## config.mk

```make
export PLATFORM = sky130hd
export DESIGN_NAME = mtpd_top
export DESIGN_NICKNAME = d
export VERILOG_FILES = /design/src/mtpd_pkg.sv /design/src/mtpd_chan_qual.sv /design/src/mtpd_top.sv
export SDC_FILE = /design/constraint.sdc
export NUM_CORES = 1
export LEC_CHECK = 0
export ABC_AREA = 1
export BUFFER_PORTS_ARGS = -buffer_cell sky130_fd_sc_hd__buf_2
export CAP_MARGIN = 20
export CORE_UTILIZATION = 55
export CTS_BUF_LIST = sky130_fd_sc_hd__clkbuf_16
export CTS_CLUSTER_SIZE = 30
export DETAILED_ROUTE_END_ITERATION = 10
export PLACE_DENSITY_LB_ADDON = 0.1
export SYNTH_ARGS = -nofsm -noshare
export SYNTH_HDL_FRONTEND = slang
export SYNTH_SLANG_ARGS = --single-unit
```

## constraint.sdc

```tcl
create_clock -name clk -period 6.5 [get_ports clk]
set_input_delay 0.325 -clock clk [delete_from_list [all_inputs] [get_ports clk]]
set_output_delay 0.325 -clock clk [all_outputs]
set_load 0.1 [all_outputs]
```

## src/mtpd_pkg.sv

```systemverilog
// Package for the multiple touch pattern detector: register map, fields, resets.
// Assumes an 8-bit register port decoded by the surrounding serial interface.
package mtpd_pkg;

  localparam int         NUM_CHAN          = 3;
  localparam int         DELTA_W           = 8;
  localparam logic [7:0] ADDR_CONFIG       = 8'h2B;
  localparam logic [7:0] ADDR_CHAN_SELECT  = 8'h2D;
  localparam logic [7:0] RESET_CONFIG      = 8'h00;
  localparam logic [7:0] RESET_CHAN_SELECT = 8'h07;
  localparam int         BIT_DETECT_EN     = 7;
  localparam int         BIT_TH_SEL_HI     = 3;
  localparam int         BIT_TH_SEL_LO     = 2;
  localparam int         BIT_COMPARE_MODE  = 1;
  localparam int         BIT_ALERT_EN      = 0;
  localparam logic [7:0] CONFIG_MASK       = 8'h8F;
  localparam logic [7:0] CHAN_SELECT_MASK  = 8'h07;
  localparam logic [1:0] TH_SEL_12P5       = 2'h0;
  localparam logic [1:0] TH_SEL_25         = 2'h1;
  localparam logic [1:0] TH_SEL_37P5       = 2'h2;
  localparam logic [1:0] TH_SEL_100        = 2'h3;

  // Register port request.
  typedef struct packed {
    logic       wr;
    logic [7:0] addr;
    logic [7:0] wdata;
  } mtpd_reg_req_t;

  // Per-cycle channel results from the sensing front end.
  typedef struct packed {
    logic                          valid;
    logic [NUM_CHAN-1:0]           noise;
    logic [NUM_CHAN-1:0]           standby;
    logic [NUM_CHAN*DELTA_W-1:0]   delta;
  } mtpd_sense_t;

endpackage

```

## src/mtpd_chan_qual.sv

```systemverilog
// Per-channel qualifier: scales a touch threshold and compares the delta count.
// Assumes the threshold and delta inputs are stable while valid results are presented.
`timescale 1ns/1ps
module mtpd_chan_qual
  import mtpd_pkg::*;
#(
  parameter int W = 8
) (
  // Threshold inputs
  input  wire logic [W-1:0] active_th,
  input  wire logic [W-1:0] standby_th,
  input  wire logic         in_standby,
  input  wire logic [1:0]   th_sel,
  // Sample inputs
  input  wire logic [W-1:0] delta,
  input  wire logic         noise,
  // Result
  output logic              qualify
);

  logic [W-1:0] base;
  logic [W+1:0] scaled;

  always_comb begin
    base = in_standby ? standby_th : active_th;
    case (th_sel)
      TH_SEL_12P5: scaled = {2'h0, base >> 3};
      TH_SEL_25:   scaled = {2'h0, base >> 2};
      TH_SEL_37P5: scaled = {2'h0, base >> 2} + {2'h0, base >> 3};
      TH_SEL_100:  scaled = {2'h0, base};
      default:     scaled = {2'h0, base};
    endcase
    qualify = noise || ({2'h0, delta} > scaled);
  end

endmodule // mtpd_chan_qual

```

## src/mtpd_top.sv

```systemverilog
// Multiple touch pattern detector: registers, criterion, blocking, flag and alert.
// Assumes one valid pulse per sensing cycle and synchronous register accesses.
// Assumes the interrupt flag register and the alert pin driver sit outside.
// What this block does
// - Detection runs only when enable bit set.
// - Threshold select picks 12.5/25/37.5/100 percent.
// - Active or standby threshold is the base.
// - Count mode: enough qualifying channels flag event.
// - Pattern mode: every selected channel must qualify.
// - Judge each sensing cycle on its own results.
// - Event blocks all touches and sets flag.
// - Blocking lasts exactly while condition holds.
// - Flag sticky; host_int_clear pulse clears it, only once blocking has ended.
// - Alert enable drives active-low alert on event.
// - Select register: one bit per channel, resets 07h.
// - Each select bit adds one to count.
`timescale 1ns/1ps
module mtpd_top
  import mtpd_pkg::*;
#(
  parameter int N = NUM_CHAN,
  parameter int W = DELTA_W
) (
  // Clock and reset
  input  wire logic            clk,
  input  wire logic            rst,
  // Register port
  input  wire mtpd_reg_req_t   reg_req,
  output logic [7:0]           reg_rdata,
  // Host clear of the interrupt flag
  input  wire logic            host_int_clear,
  // Sensing front end
  input  wire mtpd_sense_t     sense,
  // Touch thresholds, active and standby
  input  wire logic [N*W-1:0]  active_th,
  input  wire logic [N*W-1:0]  standby_th,
  // Results
  output logic                 touch_block,
  output logic                 pattern_event_flag,
  output logic                 alert_n
);

  // Detector states.
  typedef enum logic [0:0] {
    ST_IDLE    = 1'b0,
    ST_BLOCKED = 1'b1
  } mtpd_state_t;

  localparam int CW = $clog2(N + 1);

  // Register bank.
  logic [7:0]    config_q, config_d;
  logic [7:0]    select_q, select_d;
  logic [7:0]    rdata_q, rdata_d;

  // Detector state.
  logic          flag_q, flag_d;
  logic          alert_n_q, alert_n_d;
  logic          block_q, block_d;
  mtpd_state_t   state_q, state_d;

  // Criterion of one sensing cycle.
  logic [N-1:0]  qual;
  logic [N-1:0]  miss;
  logic [CW-1:0] need_cnt;
  logic [CW-1:0] qual_cnt;
  logic          count_match;
  logic          pattern_match;
  logic          cond;
  logic          event_now;

  // Configuration fields and strobes.
  logic          detect_en;
  logic [1:0]    th_sel;
  logic          compare_mode;
  logic          alert_en;
  logic          wr_config;
  logic          wr_select;
  logic          clear_ok;

  assign detect_en    = config_q[BIT_DETECT_EN];
  assign th_sel       = config_q[BIT_TH_SEL_HI:BIT_TH_SEL_LO];
  assign compare_mode = config_q[BIT_COMPARE_MODE];
  assign alert_en     = config_q[BIT_ALERT_EN];
  assign wr_config    = reg_req.wr && (reg_req.addr == ADDR_CONFIG);
  assign wr_select    = reg_req.wr && (reg_req.addr == ADDR_CHAN_SELECT);

  // A clear counts only once the blocking has ended.
  assign clear_ok     = host_int_clear && (state_q == ST_IDLE);

  // Per-channel qualifiers and pattern misses.
  genvar g;
  generate
    for (g = 0; g < N; g++) begin : g_chan
      mtpd_chan_qual #(.W(W)) mtpd_chan_qual_i (
        .active_th  (active_th[g*W +: W]),
        .standby_th (standby_th[g*W +: W]),
        .in_standby (sense.standby[g]),
        .th_sel     (th_sel),
        .delta      (sense.delta[g*W +: W]),
        .noise      (sense.noise[g]),
        .qualify    (qual[g])
      );

      assign miss[g] = select_q[g] && !qual[g];
    end
  endgenerate

  // Criterion over one sensing cycle's results only.
  always_comb begin
    need_cnt = '0;
    qual_cnt = '0;
    for (int i = 0; i < N; i++) begin
      need_cnt = need_cnt + CW'(select_q[i]);
      qual_cnt = qual_cnt + CW'(qual[i]);
    end
    count_match   = (qual_cnt >= need_cnt);
    pattern_match = !(|miss);
    cond          = compare_mode ? pattern_match : count_match;
    event_now     = sense.valid && detect_en && cond;
  end

  // Register writes and reads.
  always_comb begin
    config_d = config_q;
    select_d = select_q;
    if (wr_config) begin
      config_d = reg_req.wdata & CONFIG_MASK;
    end
    if (wr_select) begin
      select_d = reg_req.wdata & CHAN_SELECT_MASK;
    end

    case (reg_req.addr)
      ADDR_CONFIG:      rdata_d = config_d;
      ADDR_CHAN_SELECT: rdata_d = select_d;
      default:          rdata_d = 8'h00;
    endcase
  end

  // Register bank; unmapped writes leave it untouched.
  always_ff @(posedge clk or posedge rst) begin
    if (rst) begin
      config_q <= RESET_CONFIG;
      select_q <= RESET_CHAN_SELECT;
      rdata_q  <= 8'h00;
    end else begin
      config_q <= config_d;
      select_q <= select_d;
      rdata_q  <= rdata_d;
    end
  end

  // Blocking state follows the criterion of each valid sensing cycle.
  always_comb begin
    state_d = state_q;
    if (!detect_en) begin
      state_d = ST_IDLE;
    end else if (sense.valid) begin
      case (state_q)
        ST_IDLE: begin
          if (event_now) begin
            state_d = ST_BLOCKED;
          end
        end
        ST_BLOCKED: begin
          if (!event_now) begin
            state_d = ST_IDLE;
          end
        end
        default: state_d = ST_IDLE;
      endcase
    end
    block_d = (state_d == ST_BLOCKED);
  end

  // Registers of the blocking state.
  always_ff @(posedge clk or posedge rst) begin
    if (rst) begin
      state_q <= ST_IDLE;
      block_q <= 1'b0;
    end else begin
      state_q <= state_d;
      block_q <= block_d;
    end
  end

  // Sticky flag and alert; a new event wins over a clear in the same cycle.
  always_comb begin
    flag_d    = flag_q;
    alert_n_d = alert_n_q;
    if (clear_ok) begin
      flag_d    = 1'b0;
      alert_n_d = 1'b1;
    end

    if (event_now) begin
      flag_d = 1'b1;
      if (alert_en) begin
        alert_n_d = 1'b0;
      end
    end
  end

  // Registers of the flag and alert.
  always_ff @(posedge clk or posedge rst) begin
    if (rst) begin
      flag_q    <= 1'b0;
      alert_n_q <= 1'b1;
    end else begin
      flag_q    <= flag_d;
      alert_n_q <= alert_n_d;
    end
  end

  // Outputs straight from flip-flops.
  assign reg_rdata          = rdata_q;
  assign touch_block        = block_q;
  assign pattern_event_flag = flag_q;
  assign alert_n            = alert_n_q;

endmodule // mtpd_top

```

==> After elaboration in Yosys (flattened, before gate mapping) <==
Cells that the tools add are included.
{ "totals": {"register_bits": 27, "inputBits": 99, "output_inout_bits": 11, "wordCells": 60} }
{ "classes": {"n_addsub": 7, "magnitude_cmp": 4, "eq_ne": 6, "muxes": 18, "bitwise": 1, "reduce_logical": 18} }
{ "op_table": {"columns": ["cell", "n"], "rows": [
  ["one-hot mux 10 bit (4 select lines)", 3],
  ["two-way mux 8 bit", 5],
  ["greater-than comparator 8 x 10 -> 1 bit", 3],
  ["adder 6 x 5 -> 7 bit", 3],
  ["== test 8 x 6 -> 1 bit, second input constant", 2],
  ["one-hot mux 8 bit (2 select lines)", 1],
  ["two-way mux 1 bit", 9],
  ["logical AND 1 bit", 8],
  ["adder 1 x 1 -> 2 bit", 2],
  ["adder 2 x 1 -> 2 bit", 2],
  ["== test 2 bit, second input constant", 2],
  ["zero test 1 bit", 4],
  ["logical OR 1 bit", 3],
  ["OR reduction 3 bit", 1],
  ["== test 2 x 1 -> 1 bit, second input constant", 1],
  [">= comparator 2 bit", 1],
  ["zero test 2 bit", 1],
  ["inequality test 2 bit, second input constant", 1],
  ["nonzero test 2 bit", 1],
  ["NOT 1 bit", 1]
]} }

==> Logic depth before layout (Yosys ltp) <==
Gate-level depths: netlist of the first run.
{ "depth": {"word_depth": 14, "ltp_mapped": 31, "mapped_depth_nobuf": 30} }

==> Hierarchy <==
A second synthesis of the first run with hierarchy kept.
{ "hier_totals": {"cells_unflattened": 543, "area_unflattened_um2": 3583.4} }
{ "by_module_without_submodules": {"columns": ["mod", "instances", "cells_each", "area_per_inst_um2", "seq_area_each_um2"], "rows": [
  ["mtpd_chan_qual at g_chan[0].mtpd_chan_qual_i ...", 2, 131, 747.0, 0.0],
  ["mtpd_top", 1, 153, 1371.3, 680.7],
  ["mtpd_chan_qual at g_chan[1].mtpd_chan_qual_i", 1, 128, 718.2, 0.0]
]} }

==> Worst setup path after synthesis of the first run <==
Ideal clock, no wire load.
{ "synth_path": {"path_kind": "input to register", "startpoint": "in sense[26] (netlist name)", "endpoint": "reg flag_q (netlist: pattern_event_flag)", "setup_time_ps": 120, "arrival_time_ps": 4168, "required_time_ps": 6380, "path_slack_ps": 2213, "path_stages": 27, "n_path_buf": 1, "path_cell_list": "buf_4 > inv_2 > or2_2 > o21ai_0 > inv_1 > ha_1 > fa_1 > a31oi_1 > o21ai_0 > a21oi_1 > o22ai_1 > ha_1 > nand2_1 > nor2_1 > nand2_1 > nand3_1 > o21ai_0 > inv_1 > nor2_1 > fa_1 > ha_1 > inv_1 > nand2_1 > a211oi_1 > nor2_1 > nand2_1 > nand2_1"} }
{ "synth_via": {"elab_chain_len": 12, "word_cells_on_any_way": 15, "classes_between": "add/sub: 2; order compare: 2; mux: 4; reduce/logical: 7"} }
{ "synth_rtl": {"columns": ["item", "line", "rtl"], "rows": [
  ["from (decl)", "mtpd_top.sv:33", "input wire mtpd_sense_t sense,"],
  ["two-way mux 8 bit *", "mtpd_chan_qual.sv:25", "base = in_standby ? standby_th : active_th;"],
  ["adder 6 x 5 -> 7 bit", "mtpd_chan_qual.sv:29", "TH_SEL_37P5: scaled = {2'h0, base >> 2} + {2'h0, base >> 3};"],
  ["one-hot mux 10 bit (4 select lines) *", "mtpd_chan_qual.sv:26", "case (th_sel)"],
  ["greater-than comparator 8 x 10 -> 1 bit *", "mtpd_chan_qual.sv:33", "qualify = noise || ({2'h0, delta} > scaled);"],
  ["logical OR 1 bit *", "mtpd_chan_qual.sv:33", null],
  ["parallel branches: the longest is 4 deep, another holds adder 2 x 1 -> 2 bit", null, null],
  ["two-way mux 1 bit *", "mtpd_top.sv:119", "cond = compare_mode ? pattern_match : count_match;"],
  ["logical AND 1 bit *", "mtpd_top.sv:120", "event_now = sense.valid && detect_en && cond;"],
  ["two-way mux 1 bit or nonzero test 2 bit (tied branches)", null, null],
  ["to (signal assigned)", "mtpd_top.sv:211", "flag_q <= flag_d;"],
  ["to (decl)", "mtpd_top.sv:57", "logic flag_q, flag_d;"]
]} }
Every way passes the cells marked *. The select of a mux whose other input is x is not followed.
A chain may end at the register's enable or synchronous reset.

==> Worst setup path in the final report of the first run <==
Ends and elaborated chain as after synthesis.

==> summary.log, run 1 <==
qor: cts.tritoncts done
qor: detailed_routing.drt-vias-per-instance 5.221
qor: placement.port_buffers 106
qor: global_route.first_global_vias 3,161
qor: cts.htree_levels 1
qor: detailed_routing.drt-wirelength-per-cell 12.12 um
qor: cts.ctsLongestPathBuffers 2
qor: placement.area_of_placed_instances 3736 um2
qor: placement.gpl.final_weighted_congestion 0.8584
qor: cts.clock_latency_on_the_worst_skew_pair 0.26 ns
qor: global_route.grt_antenna_before_repair 0
qor: yosys.yosysTopAreaCell sky130_fd_sc_hd__nand2_1
qor: power.total_leakage_power 0.002290 uW
qor: power.power_density_relative_to_cell_area 149.8 nW/um2
qor: setup_path.critPathRequiredTime 6.65 ns
qor: final_layout.regArea 680.7 um2
qor: final_layout.drive_gt1_frac 0.2351
qor: yosys.syn-cell-area 3147 um2
qor: sta.rsz0062_at_grt false
qor: sta.tightest_slew 0.8366 ns
qor: setup_path.arrival 4.88 ns
qor: yosys.synth.net_count 612
qor: floorplan.core_region_area 5507 um2
qor: setup_path.worst_path_max_delay_cell sky130_fd_sc_hd__fa_1
qor: yosys.seq_area_frac_synth 0.2163
qor: yosys.synth_enable_flop_cells 0
qor: yosys.netlist_top_cells_area sky130_fd_sc_hd__nand2_1 18%, sky130_fd_sc_hd__dfrtp_1 18%, sky130_fd_sc_hd__ha_1 17%
qor: setup_path.crit_path_frequent_cell sky130_fd_sc_hd__nand2_1
qor: yosys.post_synth.cell_area_avg 6.782 um2
qor: detailed_routing.via_count 3,352
qor: sta.period_needed 4.734 ns
qor: sta.achievable-frequency 211.2 MHz
qor: detailed_routing.ant_nets 0
qor: run.maxCapViolCount 0
qor: setup_path.cell_class_contributing_the_biggest_share_of_worst_path_delay adder cells
qor: yosys.ys_ff_latch 27
qor: cts.post_cts.resized_instances 0
qor: final_layout.layout.nets 719
qor: yosys.synth_top_cell_area_share 0.1837
qor: power.irDropWorstVdd 0.1118 mV
qor: cts.tritoncts_num_sinks 27
qor: final_layout.multiInputGateArea 2156 um2
qor: yosys.synth_top_cells_by_count 154 x sky130_fd_sc_hd__nand2_1, 68 x sky130_fd_sc_hd__inv_1, 44 x sky130_fd_sc_hd__ha_1
qor: yosys.yosys.cell_count.top_type sky130_fd_sc_hd__nand2_1
qor: worst_hold_path.timing.hold.worst.class primary input to flip-flop
qor: sta.final-setup-viol-count 0
qor: sta.timing.clock.skew 0.004662 ns
qor: status.outcome completed
qor: setup_path.critical_path_peak_fanout 9
qor: setup_path.timing_worst_setup_path_type primary input to flip-flop
qor: floorplan.placement_rows 27
qor: final_layout.antenna-diode-count 0
qor: cts.cts_post_setup_buffers_inserted 0
qor: sta.tns 0 ns
qor: yosys.synth-async-reset-ratio 1.000
qor: setup_path.worst_path_largest_cell_delay 0.45 ns
qor: sta.finalMaxSlewViolations 0
qor: final_layout.finalInstanceArea 3857 um2
qor: final_layout.fill_cells 478
qor: floorplan.die_area 6028 um2
qor: floorplan.chipHeight 77.64 um
qor: sta.max_slew_headroom 0.4402
qor: placement.place_inst 636
qor: cts.cts-buffers-inserted 3
qor: setup_path.end_kind flip-flop
qor: final_layout.instances_no_fill 642
qor: setup_path.worst_setup_path_start_kind primary input
qor: floorplan.initial_utilization 0.5715
qor: detailed_routing.route.final.wire_length 7783 um
qor: cts.ctsHoldBuffers 0
qor: floorplan.fp.dieW 77.64 um
qor: cts.cts_root_buffer sky130_fd_sc_hd__clkbuf_16
qor: final_layout.area_growth 22.58%
qor: setup_path.worstPathBufferInverterCount 5
qor: global_route.global_route_wire_length_before_repair 13,190 um
qor: yosys.synthFlopType sky130_fd_sc_hd__dfrtp_1
qor: global_route.grt_start_max_net_pins 28
qor: sta.final_hold_viol_count 0
qor: cts.worst_setup_hold_path_clk_slew 0.07 ns
qor: yosys.synthDistinctLibCells 41
qor: yosys.ys.warnings.count 0
qor: sta.final.period_utilization 0.7283
qor: floorplan.design.portCount 110
qor: detailed_routing.first_iter_violations 162
qor: placement.post-dp-hpwl 6334 um
qor: detailed_routing.drcViolationCount 0
qor: global_route.grt_use_total 0.2716
qor: detailed_routing.drt_pass1_iterations 5
qor: global_route.global_route.overflow_total 0
qor: sta.finalHoldWorstSlack 0.2936 ns
qor: yosys.postSynthCellCount 464
power by group:
group	internal, uW	total (uW)	switching [uW]
Sequential	173	176	3.84
Combinational	103	256	152
Clock	85.2	146	60.7
Total	361	578	217
worst paths after layout:
| path | startpoint | endpoint | slack (ns) | cells after the start |
|---|---|---|---|---|
| setup / recovery | sense[26] | pattern_event_flag$_DFFE_PP0P_ | 1.77 | 27 |
| hold / removal | reg_req[2] | select_q[2]$_DFF_PP1_ | 0.29 | 3 |
| setup reg to reg | config_q[2]$_DFF_PP0_ | pattern_event_flag$_DFFE_PP0P_ | 1.93 | 21 |
| hold reg to reg | select_q[6]$_DFF_PP0_ | select_q[6]$_DFF_PP0_ | 0.47 | 2 |
| max in group asynchronous | rst | select_q[1]$_DFF_PP1_ | 5.51 | 4 |
| min in group asynchronous | rst | reg_rdata[6]$_DFF_PP0_ | 0.53 | 3 |
cells in the final DEF (no fill, tap or decap), types with 2 or more instances in the layout:
master,synthesis,routed
sky130_fd_sc_hd__a211oi_1,2,2
sky130_fd_sc_hd__a21oi_1,28,28
sky130_fd_sc_hd__a221oi_1,3,3
sky130_fd_sc_hd__a2bb2oi_1,2,2
sky130_fd_sc_hd__buf_2,4,106
sky130_fd_sc_hd__clkbuf_16,0,3
sky130_fd_sc_hd__dfrtp_1,23,23
sky130_fd_sc_hd__dfstp_2,4,4
sky130_fd_sc_hd__fa_1,5,5
sky130_fd_sc_hd__ha_1,44,44
sky130_fd_sc_hd__inv_1,68,68
sky130_fd_sc_hd__inv_2,2,2
sky130_fd_sc_hd__inv_4,2,2
sky130_fd_sc_hd__nand2_1,154,154
sky130_fd_sc_hd__nand2_2,2,2
sky130_fd_sc_hd__nand2_4,2,2
sky130_fd_sc_hd__nand3_1,16,16
sky130_fd_sc_hd__nand4_1,2,2
sky130_fd_sc_hd__nor2_1,23,23
sky130_fd_sc_hd__nor2_4,2,2
sky130_fd_sc_hd__nor3_1,3,3
sky130_fd_sc_hd__o211ai_1,5,5
sky130_fd_sc_hd__o21ai_0,30,30
sky130_fd_sc_hd__o21ai_1,3,3
sky130_fd_sc_hd__o21ai_2,4,4
sky130_fd_sc_hd__o21bai_1,4,4
sky130_fd_sc_hd__o221ai_1,4,4
sky130_fd_sc_hd__o22ai_1,5,5
sky130_fd_sc_hd__or2_2,2,2
sky130_fd_sc_hd__xor2_1,4,4
cell type report:
class | instances | area share
Multi-Input combinational cell | 358 | 0.5589
Sequential cell | 27 | 0.1765
Timing Repair Buffer | 108 | 0.1473
Inverter | 73 | 0.07233
Tap cell | 72 | 0.02335
Clock buffer | 3 | 0.01946
Clock inverter | 1 | 0.002271
layer usage:
metal  GRT usage  vias to the layer above  wire length [um]
met5           0                        -                 0
met4     0.05849                        0                68
met3     0.03529                        4               399
met2      0.4867                       94              3873
met1      0.3462                     1518              3442
li1            -                     1736                 -
stage by stage:
stage | power (uW) | setup slack [ns] | util
after CTS | 578.4 | 1.790 | 0.6937
after global placement | 420.3 | 1.638 | 0.6785
after floorplan | 357.4 | 2.213 | -
after detailed placement | 431.3 | 1.509 | 0.6785
after global routing | 629.0 | 1.332 | 0.7005
final | 577.8 | 1.766 | 0.7005
cell families after synthesis:
kind of cell,Yosys count,share of synthesized area
flip-flops,27,0.2163
AO/OA/AOI/OAI,94,0.1789
XOR/XNOR,4,0.01113
multiplexers,1,0.003181
adder cells (fa/ha/maj),49,0.2068
buffers and inverters,79,0.09861
AND/OR/NAND/NOR,210,0.2851
registers in the layout, indices dropped and copies added, names as in the netlist:
name                cells
alert_n                 1
config_q                8
pattern_event_flag      1
reg_rdata               8
select_q                8
state_q                 1
worst min-delay path, cell delays in order:
cell                      delay (ns)
sky130_fd_sc_hd__buf_2          0.11
sky130_fd_sc_hd__nand2_1        0.07
sky130_fd_sc_hd__nand2_2        0.06
Power figures use the tool's default switching activity.
==> inputs of run 2 (changes only) <==
--- a/config.mk
+++ b/config.mk
@@ -5,10 +5,10 @@
 export SDC_FILE = /design/constraint.sdc
 export NUM_CORES = 1
 export LEC_CHECK = 0
-export ABC_AREA = 1
+export ABC_AREA = 0
 export BUFFER_PORTS_ARGS = -buffer_cell sky130_fd_sc_hd__buf_2
 export CAP_MARGIN = 20
-export CORE_UTILIZATION = 55
+export CORE_UTILIZATION = 46
 export CTS_BUF_LIST = sky130_fd_sc_hd__clkbuf_16
 export CTS_CLUSTER_SIZE = 30
 export DETAILED_ROUTE_END_ITERATION = 10
==> constraint.sdc (replaced) <==
create_clock -name clk -period 4.3 [get_ports clk]
set_input_delay 0.215 -clock clk [delete_from_list [all_inputs] [get_ports clk]]
set_output_delay 0.215 -clock clk [all_outputs]
set_load 0.1 [all_outputs]
==> summary.log, run 2 <==
qor: placement.gpl.final_weighted_congestion 0.8060
qor: sta.period_needed 4.332 ns
qor: final_layout.commonest_non_fill_non_tap_cell_in_the_layout sky130_fd_sc_hd__buf_2
qor: detailed_routing.drt-wirelength-per-cell 13.40 um
qor: yosys.yosysTopAreaCell sky130_fd_sc_hd__dfrtp_1
qor: yosys.ys_ff_latch 27
qor: run.maxCapViolCount 0
qor: power.switching_share 0.3284
qor: global_route.global_route.overflow_total 0
qor: placement.port_buffers 106
qor: global_route.global_route_wire_length_before_repair 12,650 um
qor: final_layout.area_growth 38.34%
qor: final_layout.antenna-diode-count 0
qor: sta.setup_ws -0.03167 ns
qor: floorplan.fp.dieW 84.18 um
qor: power.total_leakage_power 0.002172 uW
qor: yosys.synthDistinctLibCells 45
qor: global_route.grt_use_total 0.2180
qor: setup_path.timing_worst_setup_path_type primary input to flip-flop
qor: final_layout.drive_gt1_frac 0.4335
qor: yosys.synth_enable_flop_cells 0
qor: sta.final_hold_viol_count 0
qor: placement.post-dp-hpwl 5982 um
qor: yosys.synth-async-reset-ratio 1.000
qor: global_route.use_met2 0.3718
qor: detailed_routing.drcViolationCount 16
qor: global_route.grt.met3_usage 0.02753
qor: power.netSwitchingPower 290.2 uW
qor: floorplan.core_region_area 6422 um2
qor: global_route.met1_usage 0.3062
qor: yosys.ys.warnings.count 0
qor: sta.achievable-frequency 230.9 MHz
qor: yosys.synth_top_cells_by_count 44 x sky130_fd_sc_hd__ha_1, 33 x sky130_fd_sc_hd__nor2_1, 31 x sky130_fd_sc_hd__a21oi_1
qor: power.seq_power_share 0.301
qor: sta.max_slew_headroom 0.4684
qor: yosys.yosys-mux-area-fraction 0.1377
qor: cts.cts-buffers-inserted 3
qor: cts.clock_latency_on_the_worst_skew_pair 0.26 ns
qor: sta.finalMaxSlewViolations 0
qor: detailed_routing.drt_pass1_iterations 7
qor: global_route.globalRoute.busiestLayer met2
qor: floorplan.initial_utilization 0.4837
qor: yosys.yosys.cell_count.top_type sky130_fd_sc_hd__ha_1
qor: placement.post-place-ws -0.3727 ns
qor: cts.cts_root_buffer sky130_fd_sc_hd__clkbuf_16
qor: yosys.synth.net_count 502
qor: cts.worst_setup_hold_path_clk_slew 0.07 ns
qor: sta.final.period_utilization 1.007
qor: yosys.post_synth.cell_area_avg 8.776 um2
qor: yosys.post_synth_fa_ha_maj_area_fraction 0.2094
qor: cts.ctsLongestPathBuffers 2
qor: worst_hold_path.timing.hold.worst.class primary input to flip-flop
qor: yosys.synthFlopType sky130_fd_sc_hd__dfrtp_1
qor: yosys.synth-compound-area-share 0.1893
qor: final_layout.layout.nets 645
qor: yosys.simple_gate_share_of_the_synthesized_area 0.1663
qor: yosys.synth_top_cell_area_share 0.1853
qor: yosys.synthXorXnorAreaFrac 0.03383
qor: setup_path.worst_setup_path_start_kind primary input
qor: yosys.seq_area_frac_synth 0.2191
qor: yosys.dominant_combinational_cell_family_by_area_after_synthesis adder cells
qor: detailed_routing.ant_nets 0
qor: sta.finalHoldWorstSlack 0.2100 ns
qor: power.share_comb_of_total_power 0.454
qor: sta.timing.clock.skew 0.002407 ns
qor: detailed_routing.first_iter_violations 108
qor: setup_path.arrival 4.54 ns
qor: status.violations_in_the_final_reports DRC, setup timing
qor: power.internal_power 593.6 uW
qor: floorplan.chipHeight 84.18 um
qor: setup_path.critical_path_peak_fanout 5
qor: setup_path.end_kind flip-flop
qor: power.power_density_relative_to_cell_area 205.6 nW/um2
qor: final_layout.final_cell_mix 104 x sky130_fd_sc_hd__buf_2, 43 x sky130_fd_sc_hd__buf_4, 42 x sky130_fd_sc_hd__ha_1
qor: cts.tritoncts_num_sinks 27
qor: sta.final-setup-viol-count 2
qor: sta.tightest_slew 0.7939 ns
qor: status.outcome complete, but fails checks
qor: cts.tritoncts done
qor: floorplan.placement_rows 29
qor: yosys.netlist_top_cells_area sky130_fd_sc_hd__dfrtp_1 19%, sky130_fd_sc_hd__ha_1 18%, sky130_fd_sc_hd__mux2_2 7.2%
qor: floorplan.die_area 7086 um2
qor: floorplan.design.portCount 110
qor: detailed_routing.via_count 3,072
qor: detailed_routing.route.final.wire_length 7679 um
qor: yosys.postSynthCellCount 354
qor: cts.htree_levels 1
qor: global_route.grt_antenna_before_repair 0
qor: global_route.grt_start_max_net_pins 36
qor: power.irDropWorstVdd 0.2450 mV
qor: sta.rsz0062_at_grt true
qor: global_route.first_global_vias 2,887
qor: power.share_clk_of_total_power 0.245
qor: yosys.syn-cell-area 3107 um2
qor: detailed_routing.drt-vias-per-instance 5.361
qor: setup_path.critPathRequiredTime 4.50 ns
run 2: changes by cell type in the layout (fill, tap and decap cells not counted), moves of 8 or more:
| cell | change |
|---|---|
| sky130_fd_sc_hd__nand2_1 | -125 |
| sky130_fd_sc_hd__inv_1 | -49 |
| sky130_fd_sc_hd__buf_4 | +43 |
| sky130_fd_sc_hd__o21ai_0 | -22 |
| sky130_fd_sc_hd__mux2_2 | +15 |
| sky130_fd_sc_hd__nand3_1 | -12 |
| sky130_fd_sc_hd__a21o_1 | +8 |
| sky130_fd_sc_hd__a22oi_1 | +8 |
| sky130_fd_sc_hd__and2_1 | +8 |
| sky130_fd_sc_hd__mux2_4 | +8 |
| sky130_fd_sc_hd__nor2_1 | +8 |
run 2: worst max-delay path: stages:
cell and delay, ns:
sky130_fd_sc_hd__buf_8 0.11, sky130_fd_sc_hd__mux2_4 0.31, sky130_fd_sc_hd__ha_4 0.17, sky130_fd_sc_hd__fa_2 0.33, sky130_fd_sc_hd__a21o_1 0.19, sky130_fd_sc_hd__a21o_1 0.20
sky130_fd_sc_hd__xnor2_1 0.13, sky130_fd_sc_hd__a211o_1 0.25, sky130_fd_sc_hd__o31a_1 0.10, sky130_fd_sc_hd__ha_1 0.27, sky130_fd_sc_hd__nand4_1 0.14, sky130_fd_sc_hd__a211o_1 0.29
sky130_fd_sc_hd__a31oi_2 0.19, sky130_fd_sc_hd__buf_4 0.16, sky130_fd_sc_hd__nor2_4 0.03, sky130_fd_sc_hd__fa_1 0.45, sky130_fd_sc_hd__ha_1 0.30, sky130_fd_sc_hd__nand2b_4 0.16
sky130_fd_sc_hd__a21oi_4 0.18, sky130_fd_sc_hd__nor3_4 0.06, sky130_fd_sc_hd__a2bb2oi_1 0.13, sky130_fd_sc_hd__o31a_1 0.15
run 2: final cells by class:
class	instances	area, um2
clock buffer	3	75.07
inverter	22	82.58
fill	561	2125
tap	77	96.34
multi-input combinational	291	2440
clock inverter	1	8.758
timing repair buffer	152	914.6
sequential	27	680.7
run 2: logic make-up after synthesis:
group / after synthesis
xor gates and xnor gates: 12
and+or+nand+nor: 104
muxes: 35
AOI/OAI and AO/OA: 91
buffers and inverters: 36
DFF: 27
adders and majority gates: 49
run 2: stage by stage:
stage	utilization	setup TNS (ns)	instances	total power (uW)	area [um2]
finish	0.6692	-0.05529	573	883.7	4298
global route	0.6692	-0.4835	573	949.4	4298
CTS	0.6456	0	569	867.0	4146
detailed placement	0.6263	-1.041	563	641.1	4023
global placement	0.6263	-0.9449	563	631.7	4023
floorplan	-	0	354	509.5	3173
run 2: routing by layer:
metal	routed length, um	up-vias
met4	74	0
met2	3685	85
li1	-	1565
met5	0	-
met1	3558	1414
met3	361	8
run 2: what timing repair did:
item,in CTS,in global routing
hold buffers,0,1
buffers inserted,2,2
hold endpoints to repair,0,6
endpoints found under the setup margin,3,3
resized for setup,6,21
pin swaps,7,18
run 2: power groups by stage:
| stage | sequential, uW | combinational, uW | clock (uW) |
|---|---|---|---|
| 6_report | 266 | 401 | 217 |
| 5_1_grt | 266 | 449 | 234 |
| 2_1_floorplan | 282 | 227 | 0 |
| 4_1_cts | 266 | 379 | 222 |
| 3_3_place_gp | 270 | 362 | 0 |
| 3_5_place_dp | 270 | 371 | 0 |
run 2: final timing paths:
| kind | slack (ns) | endpoint | startpoint | cells after the start |
|---|---|---|---|---|
| max in group asynchronous | 3.30 | select_q[2]$_DFF_PP1_ | rst | 4 |
| max | -0.03 | alert_n$_DFF_PP1_ | sense[25] | 22 |
| max reg2reg | 0.32 | alert_n$_DFF_PP1_ | config_q[3]$_DFF_PP0_ | 16 |
| min reg2reg | 0.49 | config_q[4]$_DFF_PP0_ | config_q[4]$_DFF_PP0_ | 1 |
| min | 0.21 | config_q[3]$_DFF_PP0_ | reg_req[3] | 2 |
| min in group asynchronous | 0.49 | reg_rdata[4]$_DFF_PP0_ | rst | 3 |
